===== src/rtl/fpec_defines.svh =====
// constants for the flash program/erase control block
// assumes a 32-bit apb slave with one register per aligned word
`ifndef FPEC_DEFINES_SVH
`define FPEC_DEFINES_SVH

// register indexes, byte address is four times the index
`define FPEC_IDX_MODE 16'hFF40
`define FPEC_IDX_BLKSEL 16'hFF41
`define FPEC_IDX_SYSCTL 16'hFF42
`define FPEC_IDX_STATUS 16'hFF43

// mode control register fields
`define FPEC_BIT_PROG 0
`define FPEC_BIT_ERASE 1
`define FPEC_BIT_PVFY 2
`define FPEC_BIT_EVFY 3
`define FPEC_BIT_PSU 4
`define FPEC_BIT_ESU 5
`define FPEC_BIT_SWE 6

// system control two fields
`define FPEC_BIT_FSEL 3

// status register fields
`define FPEC_BIT_ST_PIN 0
`define FPEC_BIT_ST_PROG 1
`define FPEC_BIT_ST_ERASE 2
`define FPEC_BIT_ST_PVFY 3

// reset values
`define FPEC_MODE_RST 7'h00
`define FPEC_SYSCTL_RST 8'h00
`define FPEC_BLKSEL_RST 12'h000
`define FPEC_UNDEF_READ 8'h00

// erased byte value
`define FPEC_ERASE_FILL 8'hFF

// erase block map limits
`define FPEC_SMALL_END 18'h08000
`define FPEC_MID_END 18'h10000
`define FPEC_MID_BLOCK 4'h8
`define FPEC_LARGE_BASE 4'h8

`endif


===== src/rtl/fpec_pkg.sv =====
// types for the flash program/erase control block
// assumes fpec_defines.svh supplies the numeric constants
package fpec_pkg;

    // index of one of the twelve erase blocks
    typedef logic [3:0] fpec_block_t;

    // one bit per erase block
    typedef logic [11:0] fpec_blkmask_t;

    // apb access phase of the slave
    typedef enum logic [0:0]
    {
        FPEC_IDLE = 1'b0,
        FPEC_WAIT = 1'b1
    } fpec_phase_t;

endpackage : fpec_pkg


===== src/rtl/fpec_ctrl.sv =====
// flash program/erase control: mode bits, erase block map, system control two
// assumes an apb master on I_MCLK and a write-permit pin synchronous to the clock
`timescale 1ns/1ps
`include "fpec_defines.svh"

// What this block does
// program-verify bit 2 resets to 0, sets only while the permit pin and software enable are high, clears on 0.
// erase bit 1 resets to 0, sets only with permit pin, software enable and erase setup high, clears on 0.
// program bit 0 resets to 0, sets only with permit pin, software enable and program setup high, clears on 0.
// software sets at most one of the mode control bits in any single write; the block does not check this and takes every bit of the write at once.
// while the permit pin is low no program or erase reaches the flash, whatever the bits hold.
// erase works on whole blocks and an erased byte reads as all ones.
// twelve erase blocks: eight of 4 kbytes from zero, one of 32 kbytes from 008000, three of 64 kbytes to 03FFFF.
// software erases blocks before programming them and never programs unerased blocks.
// software confirms the permit pin is high before moving the control routine into ram.
// system control two is 8 bits, holds a read/write flash select bit 3, clears on reset and standby.
// bits 7 to 4 of system control two ignore writes and read as 0.
// without flash, system control two ignores writes and reads an undefined value.
// a refused set leaves the bit at 0 and no mode change happens.
module fpec_ctrl #(
    parameter bit FLASH_PRESENT = 1'b1
)
(
    // clock, reset, enable
    input wire logic I_MCLK,
    input wire logic I_RST_B,
    input wire logic I_CE,
    input wire logic I_HW_STANDBY,
    // apb slave
    input wire logic I_PSEL,
    input wire logic I_PENABLE,
    input wire logic I_PWRITE,
    input wire logic [19:0] I_PADDR,
    input wire logic [31:0] I_PWDATA,
    output logic O_PREADY,
    output logic O_PSLVERR,
    output logic [31:0] O_PRDATA,
    // flash side
    input wire logic I_FLASH_WRITE_PERMIT_PIN,
    input wire logic [17:0] I_FLASH_ADDR,
    output logic O_PROGRAM_MODE,
    output logic O_ERASE_MODE,
    output logic O_PROGRAM_VERIFY_MODE,
    output logic O_ERASE_VERIFY_MODE,
    output logic [11:0] O_ERASE_BLOCKS,
    output logic [7:0] O_ERASE_FILL,
    output logic [3:0] O_ADDR_BLOCK,
    output logic O_ADDR_VALID,
    output logic O_FLASH_CONTROL_SELECT
);

    // register state
    logic [6:0] mode;
    logic [11:0] blksel;
    logic [7:0] sysctl;
    fpec_pkg::fpec_phase_t phase;
    logic [31:0] rdata;
    logic slverr;
    logic [7:0] erase_fill;

    // decoded access
    logic [17:0] idx;
    logic hit_mode;
    logic hit_blk;
    logic hit_sys;
    logic hit_st;
    logic hit_any;
    logic access;
    logic wr_done;
    logic wr_mode;
    logic [7:0] wdat;
    logic software_write_enable_bit;
    logic permit;
    logic prog_act;
    logic erase_act;
    logic pvfy_act;
    logic [31:0] next_rdata;
    fpec_pkg::fpec_block_t next_block;

    // word index from the byte address
    assign idx = I_PADDR[19:2];
    assign hit_mode = (idx == {2'h0, `FPEC_IDX_MODE}) && (I_PADDR[1:0] == 2'h0);
    assign hit_blk = (idx == {2'h0, `FPEC_IDX_BLKSEL}) && (I_PADDR[1:0] == 2'h0);
    assign hit_sys = (idx == {2'h0, `FPEC_IDX_SYSCTL}) && (I_PADDR[1:0] == 2'h0);
    assign hit_st = (idx == {2'h0, `FPEC_IDX_STATUS}) && (I_PADDR[1:0] == 2'h0);
    assign hit_any = hit_mode | hit_blk | hit_sys | hit_st;
    assign access = I_PSEL & I_PENABLE;
    assign wr_done = I_CE & access & O_PREADY & I_PWRITE;
    // mode control only takes writes while flash select is set
    assign wr_mode = wr_done & hit_mode & sysctl[`FPEC_BIT_FSEL];
    assign wdat = I_PWDATA[7:0];
    assign software_write_enable_bit = mode[`FPEC_BIT_SWE];
    assign permit = I_FLASH_WRITE_PERMIT_PIN;

    // one wait state: answer on the second access cycle
    always_ff @(posedge I_MCLK)
    begin
        if (!I_RST_B)
            phase <= fpec_pkg::FPEC_IDLE;
        else if (I_CE)
        begin
            unique case (phase)
                fpec_pkg::FPEC_IDLE: if (access) phase <= fpec_pkg::FPEC_WAIT;
                fpec_pkg::FPEC_WAIT: phase <= fpec_pkg::FPEC_IDLE;
            endcase
        end
    end
    assign O_PREADY = (phase == fpec_pkg::FPEC_WAIT);
    assign O_PSLVERR = slverr & O_PREADY;
    assign O_PRDATA = rdata;

    // read mux
    always_comb
    begin
        next_rdata = 32'h0000_0000;
        if (hit_mode)
            next_rdata = {25'h0000000, mode};
        else if (hit_blk)
            next_rdata = {20'h00000, blksel};
        else if (hit_sys)
            next_rdata = {24'h000000, FLASH_PRESENT ? sysctl : `FPEC_UNDEF_READ};
        else if (hit_st)
            next_rdata = {28'h0000000, pvfy_act, erase_act, prog_act, permit};
    end

    // capture read data and error in the first access cycle
    always_ff @(posedge I_MCLK)
    begin
        if (!I_RST_B)
        begin
            rdata <= 32'h0000_0000;
            slverr <= 1'b0;
        end
        else if (I_CE && access && phase == fpec_pkg::FPEC_IDLE)
        begin
            rdata <= I_PWRITE ? 32'h0000_0000 : next_rdata;
            slverr <= ~hit_any;
        end
    end

    // system control two: only the select bit is writable
    always_ff @(posedge I_MCLK)
    begin
        if (!I_RST_B || I_HW_STANDBY)
            sysctl <= `FPEC_SYSCTL_RST;
        else if (I_CE && wr_done && hit_sys && FLASH_PRESENT)
            sysctl[`FPEC_BIT_FSEL] <= wdat[`FPEC_BIT_FSEL];
    end
    assign O_FLASH_CONTROL_SELECT = sysctl[`FPEC_BIT_FSEL];

    // mode control: plain bits store, gated bits need their condition to set
    always_ff @(posedge I_MCLK)
    begin
        if (!I_RST_B || I_HW_STANDBY)
            mode <= `FPEC_MODE_RST;
        else if (wr_mode)
        begin
            mode[`FPEC_BIT_SWE] <= wdat[`FPEC_BIT_SWE];
            mode[`FPEC_BIT_ESU] <= wdat[`FPEC_BIT_ESU];
            mode[`FPEC_BIT_PSU] <= wdat[`FPEC_BIT_PSU];
            mode[`FPEC_BIT_EVFY] <= wdat[`FPEC_BIT_EVFY];
            // refused sets leave the bit clear
            mode[`FPEC_BIT_PVFY] <= wdat[`FPEC_BIT_PVFY] & permit & software_write_enable_bit;
            mode[`FPEC_BIT_ERASE] <= wdat[`FPEC_BIT_ERASE] & permit & software_write_enable_bit & mode[`FPEC_BIT_ESU];
            mode[`FPEC_BIT_PROG] <= wdat[`FPEC_BIT_PROG] & permit & software_write_enable_bit & mode[`FPEC_BIT_PSU];
        end
    end

    // erase block select
    always_ff @(posedge I_MCLK)
    begin
        if (!I_RST_B || I_HW_STANDBY)
            blksel <= `FPEC_BLKSEL_RST;
        else if (I_CE && wr_done && hit_blk)
            blksel <= I_PWDATA[11:0];
    end

    // the permit pin overrides the stored program, erase and program-verify bits
    assign prog_act = mode[`FPEC_BIT_PROG] & permit;
    assign erase_act = mode[`FPEC_BIT_ERASE] & permit;
    assign pvfy_act = mode[`FPEC_BIT_PVFY] & permit;
    assign O_PROGRAM_MODE = prog_act;
    assign O_ERASE_MODE = erase_act;
    assign O_PROGRAM_VERIFY_MODE = pvfy_act;
    assign O_ERASE_VERIFY_MODE = mode[`FPEC_BIT_EVFY];

    // whole-block erase strobes, one per block
    genvar b;
    generate
        for (b = 0; b < 12; b++)
        begin : g_blk
            assign O_ERASE_BLOCKS[b] = blksel[b] & erase_act;
        end
    endgenerate

    // fill value written to every byte of an erased block
    always_ff @(posedge I_MCLK)
    begin
        if (!I_RST_B)
            erase_fill <= 8'h00;
        else if (I_CE)
            erase_fill <= `FPEC_ERASE_FILL;
    end
    assign O_ERASE_FILL = erase_fill;

    // address to erase block decode
    always_comb
    begin
        if (I_FLASH_ADDR < `FPEC_SMALL_END)
            next_block = {1'b0, I_FLASH_ADDR[14:12]};
        else if (I_FLASH_ADDR < `FPEC_MID_END)
            next_block = `FPEC_MID_BLOCK;
        else
            next_block = `FPEC_LARGE_BASE + {2'h0, I_FLASH_ADDR[17:16]};
    end
    assign O_ADDR_BLOCK = next_block;
    assign O_ADDR_VALID = 1'b1; // 18-bit address never leaves 000000..03FFFF
endmodule : fpec_ctrl


===== config.mk =====
export PLATFORM = sky130hd
export DESIGN_NAME = fpec_ctrl
export DESIGN_NICKNAME = d
export VERILOG_FILES = /design/src/rtl/fpec_pkg.sv /design/src/rtl/fpec_ctrl.sv
export VERILOG_INCLUDE_DIRS = /design/src /design/src/rtl
export SDC_FILE = /design/constraint.sdc
export NUM_CORES = 1
export LEC_CHECK = 0
export ABC_AREA = 1
export BUFFER_PORTS_ARGS = -buffer_cell sky130_fd_sc_hd__buf_4
export CAP_MARGIN = 20
export CORE_MARGIN = 2
export CORE_UTILIZATION = 35
export DETAILED_ROUTE_END_ITERATION = 12
export HOLD_SLACK_MARGIN = 0.12
export PLACE_DENSITY = 0.73
export SYNTH_ARGS = -nofsm -noshare
export SYNTH_HDL_FRONTEND = slang
export SYNTH_SLANG_ARGS = --single-unit

===== constraint.sdc =====
create_clock -name I_MCLK -period 1.2 [get_ports I_MCLK]
set_input_delay 0.06 -clock I_MCLK [delete_from_list [all_inputs] [get_ports I_MCLK]]
set_output_delay 0.06 -clock I_MCLK [all_outputs]
set_load 0.03 [all_outputs]

# Word-level counts from Yosys, hierarchy flattened
# Cells that the tools add are included.
# totals
reg_bits,55
n_memories,0
out_inout_bits,64
latchBits,0
ramBits,0
romBits,0
inputBits,78
# op_classes
multipliers,0
eq_ne,4
muxes,9
shift,0
bitwise_logic,35
reduce_logical,12
order_cmp,2
add_sub_neg,1
n_div,0
# op_table
cell,count
$eq 18x16->1 const B,4
$mux 32,1
$and 1x1->1,30
$mux 12,2
$lt 18x16->1 const B,1
$lt 18x17->1 const B,1
$mux 4,4
$logic_and 1x1->1,9
$add 4x2->4 const A,1
$or 1x1->1,3
$logic_not 2->1,1
$not 1->1,2
$pmux 1 s2,1
$logic_not 1->1,1
$logic_or 1x1->1,1
$mux 1,1

# Depth between registers and ports, before layout
# logic_depth
ltp_word,7
depth_mapped,11
ltp_nobuf,10

# Worst setup path after synthesis
# No wires, ideal clock.
# synth_timing
kind,register to register
start,register phase (netlist: O_PREADY)
end,register mode[0]
stages_incl_launch_ff,7
period_less_slack_ns,1.436
arrival_time_ns,1.366
required_time_ns,1.130
slack_ns,-0.236
setup_ns,0.070
path_cell_list,dfxtp_1 > nand3_2 > inv_1 > nand3_4 > clkinv_2 > nand2_1 > a21oi_1
# synth_between
elab_chain_cells,4
# synth_rtl
item,line,text
start: declaration,fpec_ctrl.sv:56,fpec_pkg::fpec_phase_t phase;
start signal: assignment,fpec_ctrl.sv:99,phase <= fpec_pkg::FPEC_IDLE;
start signal: assignment,fpec_ctrl.sv:103,fpec_pkg::FPEC_IDLE: if (access) phase <= fpec_pkg::FPEC_WAIT;
start signal: assignment,fpec_ctrl.sv:104,fpec_pkg::FPEC_WAIT: phase <= fpec_pkg::FPEC_IDLE;
$and 1x1->1 (2 in a row),fpec_ctrl.sv:88,assign wr_done = I_CE & access & O_PREADY & I_PWRITE;
$and 1x1->1 (2 in a row),fpec_ctrl.sv:90,assign wr_mode = wr_done & hit_mode & sysctl[`FPEC_BIT_FSEL];
end signal: assignment,fpec_ctrl.sv:155,mode <= `FPEC_MODE_RST;
end signal: indexed assignment,fpec_ctrl.sv:158,mode[`FPEC_BIT_SWE] <= wdat[`FPEC_BIT_SWE];
end signal: indexed assignment,fpec_ctrl.sv:159,mode[`FPEC_BIT_ESU] <= wdat[`FPEC_BIT_ESU];
end: declaration,fpec_ctrl.sv:53,logic [6:0] mode;
# No other way between the ends.
# A chain may end at the register's enable or synchronous reset.

# Worst setup path in the final report
# layout_timing
start,register phase (netlist: O_PREADY)
end,register rdata[3] (netlist: O_PRDATA[3])
# layout_between
elab_chain_cells,2
# layout_rtl
item,line,text
$not 1->1,n/a,
$logic_and 1x1->1,fpec_ctrl.sv:134,else if (I_CE && access && phase == fpec_pkg::FPEC_IDLE)
end signal: assignment,fpec_ctrl.sv:136,rdata <= I_PWRITE ? 32'h0000_0000 : next_rdata;
end: declaration,fpec_ctrl.sv:57,logic [31:0] rdata;
# No other way between the ends.

==> impl_metrics.xml <==
<?xml version="1.0" encoding="UTF-8"?>
<metrics>
  <group name="hold_path">
    <metric name="hold_class" unit="">in2reg</metric>
    <metric name="hold_start" unit="">I_PADDR[2]</metric>
  </group>
  <group name="floorplan">
    <metric name="die_h" unit="um">82.4</metric>
    <metric name="fp.coreArea" unit="um^2">5920</metric>
    <metric name="rows" unit="">28</metric>
    <metric name="starting_density_of_the_core" unit="">0.363</metric>
    <metric name="total_die_area" unit="um^2">6790</metric>
    <metric name="ioPinCount" unit="">142</metric>
    <metric name="fp.dieW" unit="um">82.4</metric>
  </group>
  <group name="final_layout">
    <metric name="fin_area" unit="um^2">3190</metric>
    <metric name="drive_above_1_share" unit="">0.392</metric>
    <metric name="final_cell_mix" unit="">sky130_fd_sc_hd__buf_4 (99), sky130_fd_sc_hd__nand2_1 (50), sky130_fd_sc_hd__inv_1 (38)</metric>
    <metric name="syn2layout_area_growth" unit="%">48.3</metric>
    <metric name="layout.cells.most_common" unit="">sky130_fd_sc_hd__buf_4</metric>
    <metric name="fillerInstances" unit="">588</metric>
    <metric name="layout.nets" unit="">499</metric>
    <metric name="finish.utilization" unit="">0.539</metric>
    <metric name="antenna_fix_cells" unit="">0</metric>
  </group>
  <group name="logic_synthesis">
    <metric name="synth_area_per_cell" unit="um^2">6.96</metric>
    <metric name="synth_flop_cell" unit="">sky130_fd_sc_hd__dfxtp_1</metric>
    <metric name="synth-edff-count" unit="">0</metric>
    <metric name="ys_warns" unit="">0</metric>
    <metric name="netlist_area" unit="um^2">2150</metric>
    <metric name="synth_seq_cells" unit="">35</metric>
    <metric name="post-synth-top-area-fraction" unit="">0.326</metric>
    <metric name="asyncSetResetFlopFracSynth" unit="">0</metric>
    <metric name="register_area_share_after_synthesis" unit="">0.326</metric>
    <metric name="synth_top_cells_by_area" unit="">sky130_fd_sc_hd__dfxtp_1 (33%), sky130_fd_sc_hd__buf_4 (9.8%), sky130_fd_sc_hd__nand2_1 (8.9%), sky130_fd_sc_hd__nor2_1 (6.8%), sky130_fd_sc_hd__inv_1 (6.6%)</metric>
    <metric name="synthCells" unit="">309</metric>
    <metric name="post_synth_num_cell_types" unit="">31</metric>
    <metric name="yosys.area.top_type" unit="">sky130_fd_sc_hd__dfxtp_1</metric>
  </group>
  <group name="sta">
    <metric name="rsz_0062_raised_after_global_routing" unit="">true</metric>
    <metric name="layout_skew" unit="ps">2.43</metric>
    <metric name="final_min_period_over_clock_period" unit="">0.980</metric>
    <metric name="max_freq" unit="GHz">0.850</metric>
    <metric name="final_critical_period" unit="ps">1180</metric>
    <metric name="totalNegativeSetupSlack" unit="ps">0</metric>
    <metric name="finalSetupViolations" unit="">0</metric>
    <metric name="post-route-worst-setup-slack" unit="ps">23.7</metric>
    <metric name="hold_slack" unit="ps">152</metric>
    <metric name="hold_violations" unit="">0</metric>
    <metric name="slew_viol_final" unit="">0</metric>
  </group>
  <group name="clock_network">
    <metric name="numClockSinks" unit="">35</metric>
    <metric name="cts_tree" unit="">done</metric>
    <metric name="tritoncts.num_buffers" unit="">5</metric>
    <metric name="clkLatencyLatePin" unit="ps">280</metric>
    <metric name="cts_htree_levels" unit="">2</metric>
    <metric name="clock_tree.root_cell" unit="">sky130_fd_sc_hd__clkbuf_8</metric>
    <metric name="clockBufferDepth" unit="">2</metric>
    <metric name="clk_pin_slew" unit="ps">70</metric>
  </group>
  <group name="place">
    <metric name="gp_congestion" unit="">0.863</metric>
    <metric name="postPlaceCellArea" unit="um^2">2860</metric>
    <metric name="place.port_buffers" unit="">88</metric>
    <metric name="detailed_place_hpwl" unit="um">4370</metric>
    <metric name="pre_cts_slack" unit="ps">-102</metric>
  </group>
  <group name="worst_setup_path">
    <metric name="critical_path.endpoint_type" unit="">register</metric>
    <metric name="worst_setup_path_startpoint" unit="">O_PREADY</metric>
    <metric name="critical_path_peak_fanout" unit="">5</metric>
    <metric name="worst_r2r_path_depth" unit="">6</metric>
    <metric name="required_time_worst_endpoint" unit="ps">1420</metric>
    <metric name="worst-setup-path-type" unit="">reg2reg</metric>
    <metric name="critPathCapture" unit="">O_PRDATA[3]</metric>
    <metric name="critPathLaunchType" unit="">register</metric>
    <metric name="worst_r2r_startpoint" unit="">O_PREADY</metric>
    <metric name="worst-r2r-setup-slack" unit="ps">20</metric>
    <metric name="critical_path_arrival" unit="ps">1390</metric>
    <metric name="timing.rr.end" unit="">O_PRDATA[3]</metric>
  </group>
  <group name="outcome">
    <metric name="run_status" unit="">completed</metric>
  </group>
  <group name="global_routing">
    <metric name="grt_antenna_before_repair" unit="">0</metric>
    <metric name="grt.overflow.total" unit="">0</metric>
    <metric name="number_of_global_route_vias_before_repair" unit="">2043</metric>
    <metric name="grt_usage" unit="">0.166</metric>
    <metric name="grt_start_max_net_pins" unit="">20</metric>
    <metric name="grt_pass1_wl" unit="um">8760</metric>
  </group>
  <group name="drt">
    <metric name="drt_first_iter_violations" unit="">115</metric>
    <metric name="ant_nets" unit="">0</metric>
    <metric name="viasPerCell" unit="">4.41</metric>
    <metric name="route.detailed.drc" unit="">0</metric>
    <metric name="dr_total_vias" unit="">2189</metric>
    <metric name="drt_pre_antenna_iters" unit="">4</metric>
    <metric name="routedWlPerCell" unit="um">11.5</metric>
    <metric name="detail_route.wirelength" unit="um">5710</metric>
  </group>
  <group name="power">
    <metric name="cellLeakagePower" unit="nW">1.58</metric>
    <metric name="vdd.ir_drop.worst" unit="mV">0.523</metric>
    <metric name="power_density" unit="nW/um^2">834</metric>
  </group>
  <group name="run">
    <metric name="max_cap_violations" unit="">0</metric>
  </group>
</metrics>
[synthesized netlist by cell type (2+ instances only)]
cell and n:
sky130_fd_sc_hd__a21oi_2 4, sky130_fd_sc_hd__nand4_1 3, sky130_fd_sc_hd__o21ai_0 8, sky130_fd_sc_hd__inv_1 38, sky130_fd_sc_hd__nor2_4 6, sky130_fd_sc_hd__nor2_1 39
sky130_fd_sc_hd__nand2_2 5, sky130_fd_sc_hd__clkbuf_1 3, sky130_fd_sc_hd__nor2_8 2, sky130_fd_sc_hd__nor3_1 8, sky130_fd_sc_hd__conb_1 2, sky130_fd_sc_hd__nand3_4 2
sky130_fd_sc_hd__inv_2 9, sky130_fd_sc_hd__nor2_2 5, sky130_fd_sc_hd__o21ai_1 14, sky130_fd_sc_hd__nand2_1 51, sky130_fd_sc_hd__a21oi_1 24, sky130_fd_sc_hd__buf_4 28
sky130_fd_sc_hd__buf_6 2, sky130_fd_sc_hd__dfxtp_1 35, sky130_fd_sc_hd__nand3_1 11
[where the power goes]
group	internal, mW	switching (mW)	total (mW)
registers	1.17	0.00779	1.17
clock network	0.607	0.414	1.02
logic	0.196	0.270	0.466
[how the worst min path moves through the flow]
stage,to,depth (start not counted)
final,sysctl[3],4
after global routing,sysctl[3],4
after CTS,sysctl[3],4
after detailed placement,O_ERASE_FILL[0],3
after global placement,O_ERASE_FILL[0],3
after floorplan,O_ERASE_FILL[0],2
[sequential cells by signal (all words and copies together) (netlist names)]
register and flops:
mode 7, slverr 1, O_PREADY 1, O_ERASE_FILL 1
O_PRDATA 12, blksel 12, sysctl 1
[worst max-delay path, cell delays in order, from the launching register on]
cell and delay [ps]:
sky130_fd_sc_hd__dfxtp_2 340, sky130_fd_sc_hd__nor2_2 130, sky130_fd_sc_hd__inv_2 50, sky130_fd_sc_hd__or2_4 270, sky130_fd_sc_hd__nor2_1 110, sky130_fd_sc_hd__o21ai_1 90, sky130_fd_sc_hd__a21oi_1 120
[area by class of cell]
cell class	instances	area [um^2]	area share
multi-input combinational	211	1130	0.354
timing repair buffer	120	971	0.304
sequential	35	703	0.220
inverter	48	186	0.0584
tap	75	93.8	0.0294
clock buffer	5	68.8	0.0216
clock inverter	2	37.5	0.0118
[timing repair]
| action | in CTS | in global routing |
|---|---|---|
| hold buffers | 14 | 0 |
| gates resized for setup | 4 | 18 |
| cloned | 0 | 1 |
| pin swaps | 0 | 1 |
| setup endpoints to repair | 12 | 19 |
| hold endpoints to repair | 21 | 0 |
| setup buffers | 0 | 2 |
[cell families (layout without fill, tap and decap cells)]
| logic type | after synthesis | after routing | synth area share |
|---|---|---|---|
| buffers and inverters | 82 | 175 | 0.200 |
| DFF | 35 | 35 | 0.326 |
| and+or+nand+nor | 138 | 138 | 0.340 |
| AOI/OAI and AO/OA | 52 | 52 | 0.131 |
| other | 2 | 21 | 0.00349 |
[per-stage QoR]
| stage | cells | power (mW) |
|---|---|---|
| 2_1_floorplan | 328 | 1.51 |
| 3_3_place_gp | 472 | 1.62 |
| 3_5_place_dp | 472 | 1.63 |
| 4_1_cts | 493 | 2.68 |
| 5_1_grt | 496 | 2.76 |
| 6_report | 496 | 2.66 |
[routing by layer]
layer,part of all wire,vias up,GRT usage
met5,0,-,0
met4,0.0061,0,0.0433
met3,0.068,4,0.0293
met2,0.49,80,0.294
met1,0.43,969,0.205
li1,-,1136,-
Power figures use the tool's default switching activity.
